<file path="src/hdl/aic_pkg.sv">
// Purpose: constants and types shared by the audio input configuration block
// Assumes: APB with 32-bit data, one aligned word per register
// Notes:   register indices are kept as printed; byte address is four times the index
package aic_pkg;

    // ************************************************************
    // register map
    // ************************************************************
    localparam logic [7:0] AIC_IDX_CONFIG = 8'h02;    // audio input configuration
    localparam logic [7:0] AIC_IDX_SLOT   = 8'h03;    // slot select
    localparam logic [7:0] AIC_IDX_STATUS = 8'h3f;    // block status, read only
    localparam int         AIC_ADDR_W     = 10;       // byte address width
    localparam int         AIC_DATA_W     = 32;

    // ************************************************************
    // field layout and reset values
    // ************************************************************
    localparam logic [2:0] AIC_FMT_RJ24 = 3'h0;
    localparam logic [2:0] AIC_FMT_RJ20 = 3'h1;
    localparam logic [2:0] AIC_FMT_RJ18 = 3'h2;
    localparam logic [2:0] AIC_FMT_RJ16 = 3'h3;
    localparam logic [2:0] AIC_FMT_I2S  = 3'h4;
    localparam logic [2:0] AIC_FMT_LJ   = 3'h5;
    localparam logic [2:0] AIC_SLOT_RST = 3'h0;

    // word lengths reported by the format decode
    localparam logic [4:0] AIC_LEN_24 = 5'h18;
    localparam logic [4:0] AIC_LEN_20 = 5'h14;
    localparam logic [4:0] AIC_LEN_18 = 5'h12;
    localparam logic [4:0] AIC_LEN_16 = 5'h10;
    localparam logic [4:0] AIC_LEN_0  = 5'h00;

    // configuration register, bit 7 down to bit 0
    typedef struct packed {
        logic       dc_filter_skip;      // bit 7
        logic       slot_source_choice;  // bit 6
        logic [1:0] rsv;                 // bits 5:4
        logic       rate_speed_choice;   // bit 3
        logic [2:0] serial_word_format;  // bits 2:0
    } aic_cfg_t;

    localparam aic_cfg_t AIC_CFG_RST = '{
        dc_filter_skip:     1'b0,
        slot_source_choice: 1'b0,
        rsv:                2'h0,
        rate_speed_choice:  1'b0,
        serial_word_format: AIC_FMT_I2S
    };

    // decoded view of the configuration for the serial receiver
    typedef struct packed {
        logic [2:0] active_slot;       // playback channel in use
        logic [4:0] word_len;          // data bits per word
        logic       format_reserved;   // reserved format code programmed
    } aic_decode_t;

    // dc blocker: estimator time constant as a right shift
    localparam int AIC_DC_SHIFT = 10;
endpackage

</file>
<file path="src/hdl/aic_config.sv">
// Purpose: audio input configuration register with slot select and dc blocker
// Assumes: one clock pclk at 100 MHz, samples arrive from logic on that clock
// Notes:   APB slave, zero wait states per transfer, unmapped access gives pslverr
//
// What this block does
// - bit 7 set bypasses high-pass filter
// - enabled filter removes dc from samples
// - bit 6 picks slot from address or register
// - bit 3 speed choice is stored and read back only
// - codes 0-3 select right-justified 24/20/18/16
// - code 4 i2s is reset, 5 left-justified
// - register slot field picks playback channel when bit 6 set
module aic_config
    import aic_pkg::*;
#(
    parameter int SAMPLE_W = 24,            // audio sample width
    parameter int DC_SHIFT = AIC_DC_SHIFT   // dc estimator time constant
)(
    input  wire logic                  pclk,            // bus and block clock
    input  wire logic                  presetn,         // async reset, active low
    input  wire logic                  psel,            // apb select
    input  wire logic                  penable,         // apb access phase
    input  wire logic                  pwrite,          // apb direction
    input  wire logic [AIC_ADDR_W-1:0] paddr,           // apb byte address
    input  wire logic [AIC_DATA_W-1:0] pwdata,          // apb write data
    input  wire logic [3:0]            pstrb,           // apb byte strobes
    output logic [AIC_DATA_W-1:0]      prdata,          // apb read data
    output logic                       pready,          // apb ready
    output logic                       pslverr,         // apb error
    input  wire logic [2:0]            bus_addr_slot,   // address strap pins
    input  wire logic [SAMPLE_W-1:0]   sample_in,       // incoming audio sample
    input  wire logic                  sample_in_valid, // sample strobe
    output logic [SAMPLE_W-1:0]        sample_out,      // filtered or raw sample
    output logic                       sample_out_valid,// output strobe
    output aic_cfg_t                   cfg,             // configuration fields
    output aic_decode_t                decode           // decoded configuration
);

    // ************************************************************
    // helpers
    // ************************************************************

    // word length for a format code, zero for reserved codes
    function automatic logic [4:0] fmt_len(input logic [2:0] fmt);
        logic [4:0] len;
        len = AIC_LEN_0;
        case (fmt)
            AIC_FMT_RJ24: len = AIC_LEN_24;
            AIC_FMT_RJ20: len = AIC_LEN_20;
            AIC_FMT_RJ18: len = AIC_LEN_18;
            AIC_FMT_RJ16: len = AIC_LEN_16;
            AIC_FMT_I2S:  len = AIC_LEN_24;
            AIC_FMT_LJ:   len = AIC_LEN_24;
            default:      len = AIC_LEN_0;
        endcase
        return len;
    endfunction

    // true for a word-aligned address at the given register index
    function automatic logic hit(input logic [AIC_ADDR_W-1:0] a, input logic [7:0] idx);
        return a == {idx, 2'b00};
    endfunction

    // ************************************************************
    // register state
    // ************************************************************
    aic_cfg_t          cfg_reg;
    logic [2:0]        slot_reg;
    logic              pready_reg;
    logic              pslverr_reg;
    logic [31:0]       prdata_reg;
    aic_decode_t       decode_reg;
    logic [2:0]        strap_s1_reg;
    logic [2:0]        strap_s2_reg;
    logic [2:0]        strap_s3_reg;
    logic [2:0]        strap_reg;
    logic              setup;
    logic              wr_done;
    logic              mapped;
    logic [7:0]        status_byte;

    assign setup   = psel && !penable;
    assign wr_done = psel && penable && pready_reg && pwrite && !pslverr_reg;
    assign mapped  = hit(paddr, AIC_IDX_CONFIG) || hit(paddr, AIC_IDX_SLOT)
                   || (hit(paddr, AIC_IDX_STATUS) && !pwrite);
    assign status_byte = {decode_reg.format_reserved, 1'b0, strap_reg, decode_reg.active_slot};

    // ************************************************************
    // apb slave
    // ************************************************************

    // answer one cycle after setup, so the access phase sees pready high
    always_ff @(posedge pclk or negedge presetn)
    begin
        if (!presetn)
        begin
            pready_reg  <= 1'b0;
            pslverr_reg <= 1'b0;
        end
        else
        begin
            pready_reg  <= setup;
            pslverr_reg <= setup && !mapped;
        end
    end

    // read data captured in setup, held through the access phase
    always_ff @(posedge pclk or negedge presetn)
    begin
        if (!presetn)
            prdata_reg <= 32'h0;
        else if (setup)
        begin
            prdata_reg <= 32'h0;
            if (!pwrite && hit(paddr, AIC_IDX_CONFIG))
                prdata_reg <= {24'h0, cfg_reg};
            else if (!pwrite && hit(paddr, AIC_IDX_SLOT))
                prdata_reg <= {29'h0, slot_reg};
            else if (!pwrite && hit(paddr, AIC_IDX_STATUS))
                prdata_reg <= {24'h0, status_byte};
        end
    end

    // configuration register; reserved bits stored as written
    always_ff @(posedge pclk or negedge presetn)
    begin
        if (!presetn)
            cfg_reg <= AIC_CFG_RST;
        else if (wr_done && pstrb[0] && hit(paddr, AIC_IDX_CONFIG))
            cfg_reg <= aic_cfg_t'(pwdata[7:0]);
    end

    // slot select field
    always_ff @(posedge pclk or negedge presetn)
    begin
        if (!presetn)
            slot_reg <= AIC_SLOT_RST;
        else if (wr_done && pstrb[0] && hit(paddr, AIC_IDX_SLOT))
            slot_reg <= pwdata[2:0];
    end

    // ************************************************************
    // address strap synchroniser
    // ************************************************************

    // three stages; a new value is taken once stages two and three agree
    always_ff @(posedge pclk or negedge presetn)
    begin
        if (!presetn)
        begin
            strap_s1_reg <= 3'h0;
            strap_s2_reg <= 3'h0;
            strap_s3_reg <= 3'h0;
            strap_reg    <= 3'h0;
        end
        else
        begin
            strap_s1_reg <= bus_addr_slot;
            strap_s2_reg <= strap_s1_reg;
            strap_s3_reg <= strap_s2_reg;
            if (strap_s2_reg == strap_s3_reg)
                strap_reg <= strap_s3_reg;
        end
    end

    // ************************************************************
    // decoded configuration
    // ************************************************************

    // playback slot source and word format decode
    always_ff @(posedge pclk or negedge presetn)
    begin
        if (!presetn)
            decode_reg <= '{active_slot: 3'h0, word_len: AIC_LEN_24, format_reserved: 1'b0};
        else
        begin
            if (cfg_reg.slot_source_choice)
                decode_reg.active_slot <= slot_reg;
            else
                decode_reg.active_slot <= strap_reg;
            decode_reg.word_len        <= fmt_len(cfg_reg.serial_word_format);
            decode_reg.format_reserved <= fmt_len(cfg_reg.serial_word_format) == AIC_LEN_0;
        end
    end

    // ************************************************************
    // dc blocking high-pass filter
    // ************************************************************
    localparam int ACC_W = SAMPLE_W + DC_SHIFT + 1;

    logic signed [ACC_W-1:0]    acc_reg;
    logic signed [ACC_W-1:0]    x_ext;
    logic signed [ACC_W-1:0]    est_ext;
    logic signed [SAMPLE_W:0]   diff;
    logic [SAMPLE_W-1:0]        diff_sat;
    logic [SAMPLE_W-1:0]        sample_out_reg;
    logic                       sample_out_valid_reg;

    // acc holds the dc estimate scaled up by the shift
    assign x_ext   = ACC_W'($signed(sample_in));
    assign est_ext = acc_reg >>> DC_SHIFT;
    assign diff    = $signed({sample_in[SAMPLE_W-1], sample_in})
                   - $signed(est_ext[SAMPLE_W:0]);

    // clamp the difference back to the sample range
    always_comb
    begin
        if (diff[SAMPLE_W] != diff[SAMPLE_W-1])
            diff_sat = {diff[SAMPLE_W], {(SAMPLE_W-1){!diff[SAMPLE_W]}}};
        else
            diff_sat = diff[SAMPLE_W-1:0];
    end

    // estimator tracks the slow dc content of each sample
    always_ff @(posedge pclk or negedge presetn)
    begin
        if (!presetn)
            acc_reg <= '0;
        else if (sample_in_valid)
            acc_reg <= acc_reg + x_ext - est_ext;
    end

    // filtered or raw sample to the playback path
    always_ff @(posedge pclk or negedge presetn)
    begin
        if (!presetn)
        begin
            sample_out_reg       <= '0;
            sample_out_valid_reg <= 1'b0;
        end
        else
        begin
            sample_out_valid_reg <= sample_in_valid;
            if (sample_in_valid)
                sample_out_reg <= cfg_reg.dc_filter_skip ? sample_in : diff_sat;
        end
    end

    // ************************************************************
    // outputs
    // ************************************************************
    assign prdata           = prdata_reg;
    assign pready           = pready_reg;
    assign pslverr          = pslverr_reg;
    assign cfg              = cfg_reg;
    assign decode           = decode_reg;
    assign sample_out       = sample_out_reg;
    assign sample_out_valid = sample_out_valid_reg;
endmodule

</file>
<file path="config.mk">
export PLATFORM = sky130hd
export DESIGN_NAME = aic_config
export DESIGN_NICKNAME = d
export VERILOG_FILES = /design/src/hdl/aic_pkg.sv /design/src/hdl/aic_config.sv
export SDC_FILE = /design/constraint.sdc
export NUM_CORES = 1
export LEC_CHECK = 0
export ABC_AREA = 0
export BUFFER_PORTS_ARGS = -buffer_cell sky130_fd_sc_hd__buf_2
export CAP_MARGIN = 20
export CORE_AREA = 2 2 119 121
export DETAILED_ROUTE_END_ITERATION = 8
export DIE_AREA = 0 0 121 123
export GPL_ROUTABILITY_DRIVEN = 0
export GPL_TIMING_DRIVEN = 0
export PLACE_DENSITY = 0.87
export SYNTH_ARGS = -nofsm -noshare
export SYNTH_HDL_FRONTEND = slang
export SYNTH_SLANG_ARGS = --single-unit
</file>
<file path="constraint.sdc">
create_clock -name pclk -period 9.7 [get_ports pclk]
set_input_delay 1.455 -clock pclk [delete_from_list [all_inputs] [get_ports pclk]]
set_output_delay 1.455 -clock pclk [all_outputs]
set_load 0.03 [all_outputs]
</file>
### Word-level counts from Yosys, hierarchy flattened

Index checks and enable logic that the tools add are counted.

| cells by class | value |
|---|---|
| reductions and logical operators | 22 |
| equality and inequality tests | 10 |
| add/sub/neg operators | 3 |
| multiplexer cells | 7 |

Operators with widths:

| cell | number |
|---|---|
| two-way mux 24 bit | 2 |
| adder 35 x 24 -> 35 bit | 1 |
| subtractor 35 x 25 -> 35 bit | 1 |
| subtractor 24 x 25 -> 25 bit | 1 |
| two-way mux 8 bit | 3 |
| equality test 10 x 4 -> 1 bit, second input constant | 2 |
| one-hot mux 5 bit (4 select lines) | 1 |
| logical AND 1 bit | 12 |
| equality test 10 x 8 -> 1 bit, second input constant | 1 |
| equality test 3 x 2 -> 1 bit, second input constant | 2 |
| equality test 3 bit, second input constant | 2 |
| logical NOT 1 bit | 5 |
| logical NOT 5 bit | 1 |
| equality test 3 x 1 -> 1 bit, second input constant | 1 |
| equality test 3 bit | 1 |
| logical NOT 3 bit | 1 |
| two-way mux 3 bit | 1 |
| OR reduction 3 bit | 1 |
| logical OR 1 bit | 2 |
| != test 1 bit | 1 |

| storage, ports and cells | value |
|---|---|
| bits in registers | 126 |
| bits of input ports | 79 |

### Depth between registers and ports, before layout

| logic depth | value |
|---|---|
| depth after elaboration | 6 |
| depth in mapped cells | 14 |
| gate-level depth less buffers | 14 |

### Worst setup path after synthesis

No wires, ideal clock.

| path | value |
|---|---|
| path type | input -> register |
| from | input port sample_in[23] |
| to | register acc_reg[34] |
| cell stages on the path | 12 |
| path slack | 5270 ps |
| required time | 9560 ps |
| setup time | 140 ps |
| arrival time | 4291 ps |
| cells stage by stage | inv_1 fa_1 inv_1 ha_1 and3_1 and3_1 and4_1 a32o_1 nor3b_1 o21a_1 o311ai_1 xnor2_1 |

| between the ends | value |
|---|---|
| cells in the longest elaborated chain, start to end | 2 |

RTL lines:

| element | line | source |
|---|---|---|
| from (decl) | aic_config.sv:31 | `input wire logic [SAMPLE_W-1:0] sample_in,` |
| adder 35 x 24 -> 35 bit | aic_config.sv:220 | `acc_reg <= acc_reg + x_ext - est_ext;` |
| subtractor 35 x 25 -> 35 bit | aic_config.sv:220 |  |
| to (signal assigned) | aic_config.sv:220 |  |
| to (decl) | aic_config.sv:191 | `logic signed [ACC_W-1:0] acc_reg;` |

No other way between the ends.
A chain may end at the register's enable or synchronous reset.

### Final worst setup path

| path | value |
|---|---|
| from | input port sample_in[8] |
| to | register acc_reg[33] |

Same word-level chain as after synthesis.

==> flow_metrics.py <==
metrics = {
    "status": {
        "outcome": "complete, no violations",
    },
    "critical_path": {
        "critPathMaxStageDelay_ns": 0.55,
        "crit_path_top_delay_cell": "fa_1",
        "worstSetupPathType": "in2reg",
        "cp_top_family": "compound AO/OA/AOI/OAI gates",
        "critPathBufInv": 4,
        "end_kind": "flop",
        "crit_path_start_kind": "input port",
        "crit_required_ns": 9.91,
        "arrival_ns": 4.97,
        "path_cells": "buf_2 > inv_1 > fa_1 > inv_1 > ha_1 > clkbuf_1 > and3_1 > nand3_1 > a21oi_1 > o211ai_1 > a21oi_1 > a211oi_1 > o21ai_0 > xnor2_1 > mux2i_1",
        "crit_fanout": 7,
    },
    "clocking": {
        "htreeDepth": 3,
        "cts_resized": 0,
        "cts-buffers-inserted": 9,
        "hold_buffers": 0,
        "clk_pin_slew_worst_paths_ns": 0.07,
        "clkLatencyLatePin_ns": 0.36,
        "cts_buffer_depth": 2,
        "cts_setup_buffers": 0,
        "root_buffer": "clkbuf_16",
        "cts_tree": "done",
        "cts_num_sinks": 101,
    },
    "drt": {
        "dr.first_iter.drc_count": 740,
        "drt_pass1_iterations": 8,
        "vias": 7420,
        "vias_per_cell": 5.84,
        "wl_per_cell_um": 17.2,
        "finalWirelength_um": 21900,
        "postRouteAntennaNets": 0,
        "drc": 0,
    },
    "layout": {
        "layout-drive-gt1-share": 0.165,
        "fin_nets": 1260,
        "fin_cells": 1271,
        "area_delta_synth_final_pct": 14.1,
        "diodes": 0,
        "largest_reg_flops": 35,
    },
    "sta": {
        "slew_headroom": 0.339,
        "clock.fmax_ghz": 0.210,
        "setup_violations": 0,
        "rsz0062_at_grt": "false",
        "finalClockSkew_ns": 0.00769,
        "period_share": 0.491,
        "min_period_ns": 4.76,
        "finalHoldViolCount": 0,
        "setup-tns-final_ns": 0,
        "slew_viol_final": 0,
        "tightest_slew_ns": 0.984,
    },
    "global_route": {
        "antenna_found_initial": 0,
        "grt_max_degree": 73,
        "track_usage": 0.303,
        "grt_pass1_wl_um": 34900,
        "grt_pass1_vias": 7122,
        "grt_overflow": 0,
    },
    "place": {
        "place_hpwl_um": 17100,
        "place_inst": 1255,
        "io_buffers": 102,
    },
    "die": {
        "dieArea_um2": 14900,
        "io_pins": 155,
        "start_util": 0.608,
        "die_height_um": 123,
        "fp.dieW_um": 121,
        "rows": 43,
        "core_um2": 13600,
    },
    "synth": {
        "synth-seq-area-share": 0.306,
        "syn_inst": 947,
        "ys_async_sr_fraction": 1.00,
        "synth_top_cell_area_share": 0.296,
        "ys_ff_latch": 101,
        "synth-edff-count": 0,
        "synth_flop_cell": "dfrtp_1",
        "yosys_warnings": 0,
        "synthTopCellsByArea": "dfrtp_1 30%, ha_1 9.1%, fa_1 8.5%",
        "yosysMostFrequentCell": "inv_1",
        "synth_area_um2": 8270,
        "ys_types": 65,
        "synth_top_cell_by_area": "dfrtp_1",
        "ys_top_cells_by_count": "142 x inv_1, 98 x dfrtp_1, 82 x nand2_1",
        "syn_area_per_cell_um2": 8.74,
    },
    "run": {
        "maxCapViolCount": 0,
    },
    "worst_hold_path": {
        "holdCritPathClass": "reg2reg",
    },
}
[routing by layer]
metal	global-route usage	vias to the layer above	routed length, µm
met1	0.384	3539	8790
li1	-	3463	-
met5	0	-	0
met4	0.110	0	704
met3	0.0637	67	1850
met2	0.514	351	10600
[worst reg2reg max path: stages (launching register included)]
cell and delay [ns]:
dfrtp_1 0.43, inv_1 0.09, fa_1 0.51, inv_1 0.05, ha_1 0.36, a211oi_1 0.28, o21ai_0 0.17, a221o_1 0.34
nor2_1 0.09, a21oi_1 0.18, a211oi_1 0.63, o21ai_0 0.28, xnor2_1 0.19, mux2i_1 0.09
[stage by stage]
stage | setup slack (ns) | utilization | instance area (µm²) | hold WS (ns)
5_1_grt | 4.66 | 0.694 | 9440 | 0.357
3_3_place_gp | 4.65 | 0.669 | 9100 | 0.333
3_5_place_dp | 4.61 | 0.671 | 9140 | 0.336
2_1_floorplan | 5.27 | - | 8360 | 0.331
6_report | 4.94 | 0.694 | 9440 | 0.349
4_1_cts | 4.96 | 0.694 | 9440 | 0.351
[cell type report]
class	instances	area (µm²)
repair buffers	104	551
plain buffers	50	305
well taps	180	225
multi-input cells	678	4990
clock inverters	4	55.1
clock buffers	12	246
fillers	1042	4170
flip-flops and latches	101	2530
inverters	142	533
[worst paths after layout]
kind	from	end	slack (ns)	cells past startpoint
setup / recovery	sample_in[8]	acc_reg[33]$_DFFE_PN0P_	4.94	15
hold / removal	strap_s1_reg[1]$_DFF_PN0_	strap_s2_reg[1]$_DFF_PN0_	0.35	0
setup reg to reg	acc_reg[10]$_DFFE_PN0P_	acc_reg[33]$_DFFE_PN0P_	5.86	13
hold reg to reg	strap_s1_reg[1]$_DFF_PN0_	strap_s2_reg[1]$_DFF_PN0_	0.35	0
max in group asynchronous	presetn	cfg[2]$_DFFE_PN1P_	7.96	2
min in group asynchronous	presetn	decode[3]$_DFF_PN0_	1.03	1
[cells by family after synthesis]
family,Yosys count,synth area share
compound gates,256,0.193
xor+xnor,52,0.0550
fa+ha+maj,95,0.175
buf+inv,192,0.101
flops,101,0.306
mux,30,0.0392
other cells,1,0.000453
simple gates,220,0.130
[cells in the final DEF (no fill, tap or decap), drive strengths merged, types with 10 or more instances in the layout]
cell      n
a31oi    10
nand2b   12
buf     137
nor2     33
clkbuf   28
dfrtp    98
ha       60
a21o     33
xor2     18
nand3    41
mux2i    11
mux2     19
a21oi    77
o21ai    78
xnor2    34
nand2    82
conb     25
inv     144
fa       35
Power is not shown: default switching activity piles up to over one toggle a cycle in this logic, so the estimate is an artifact.
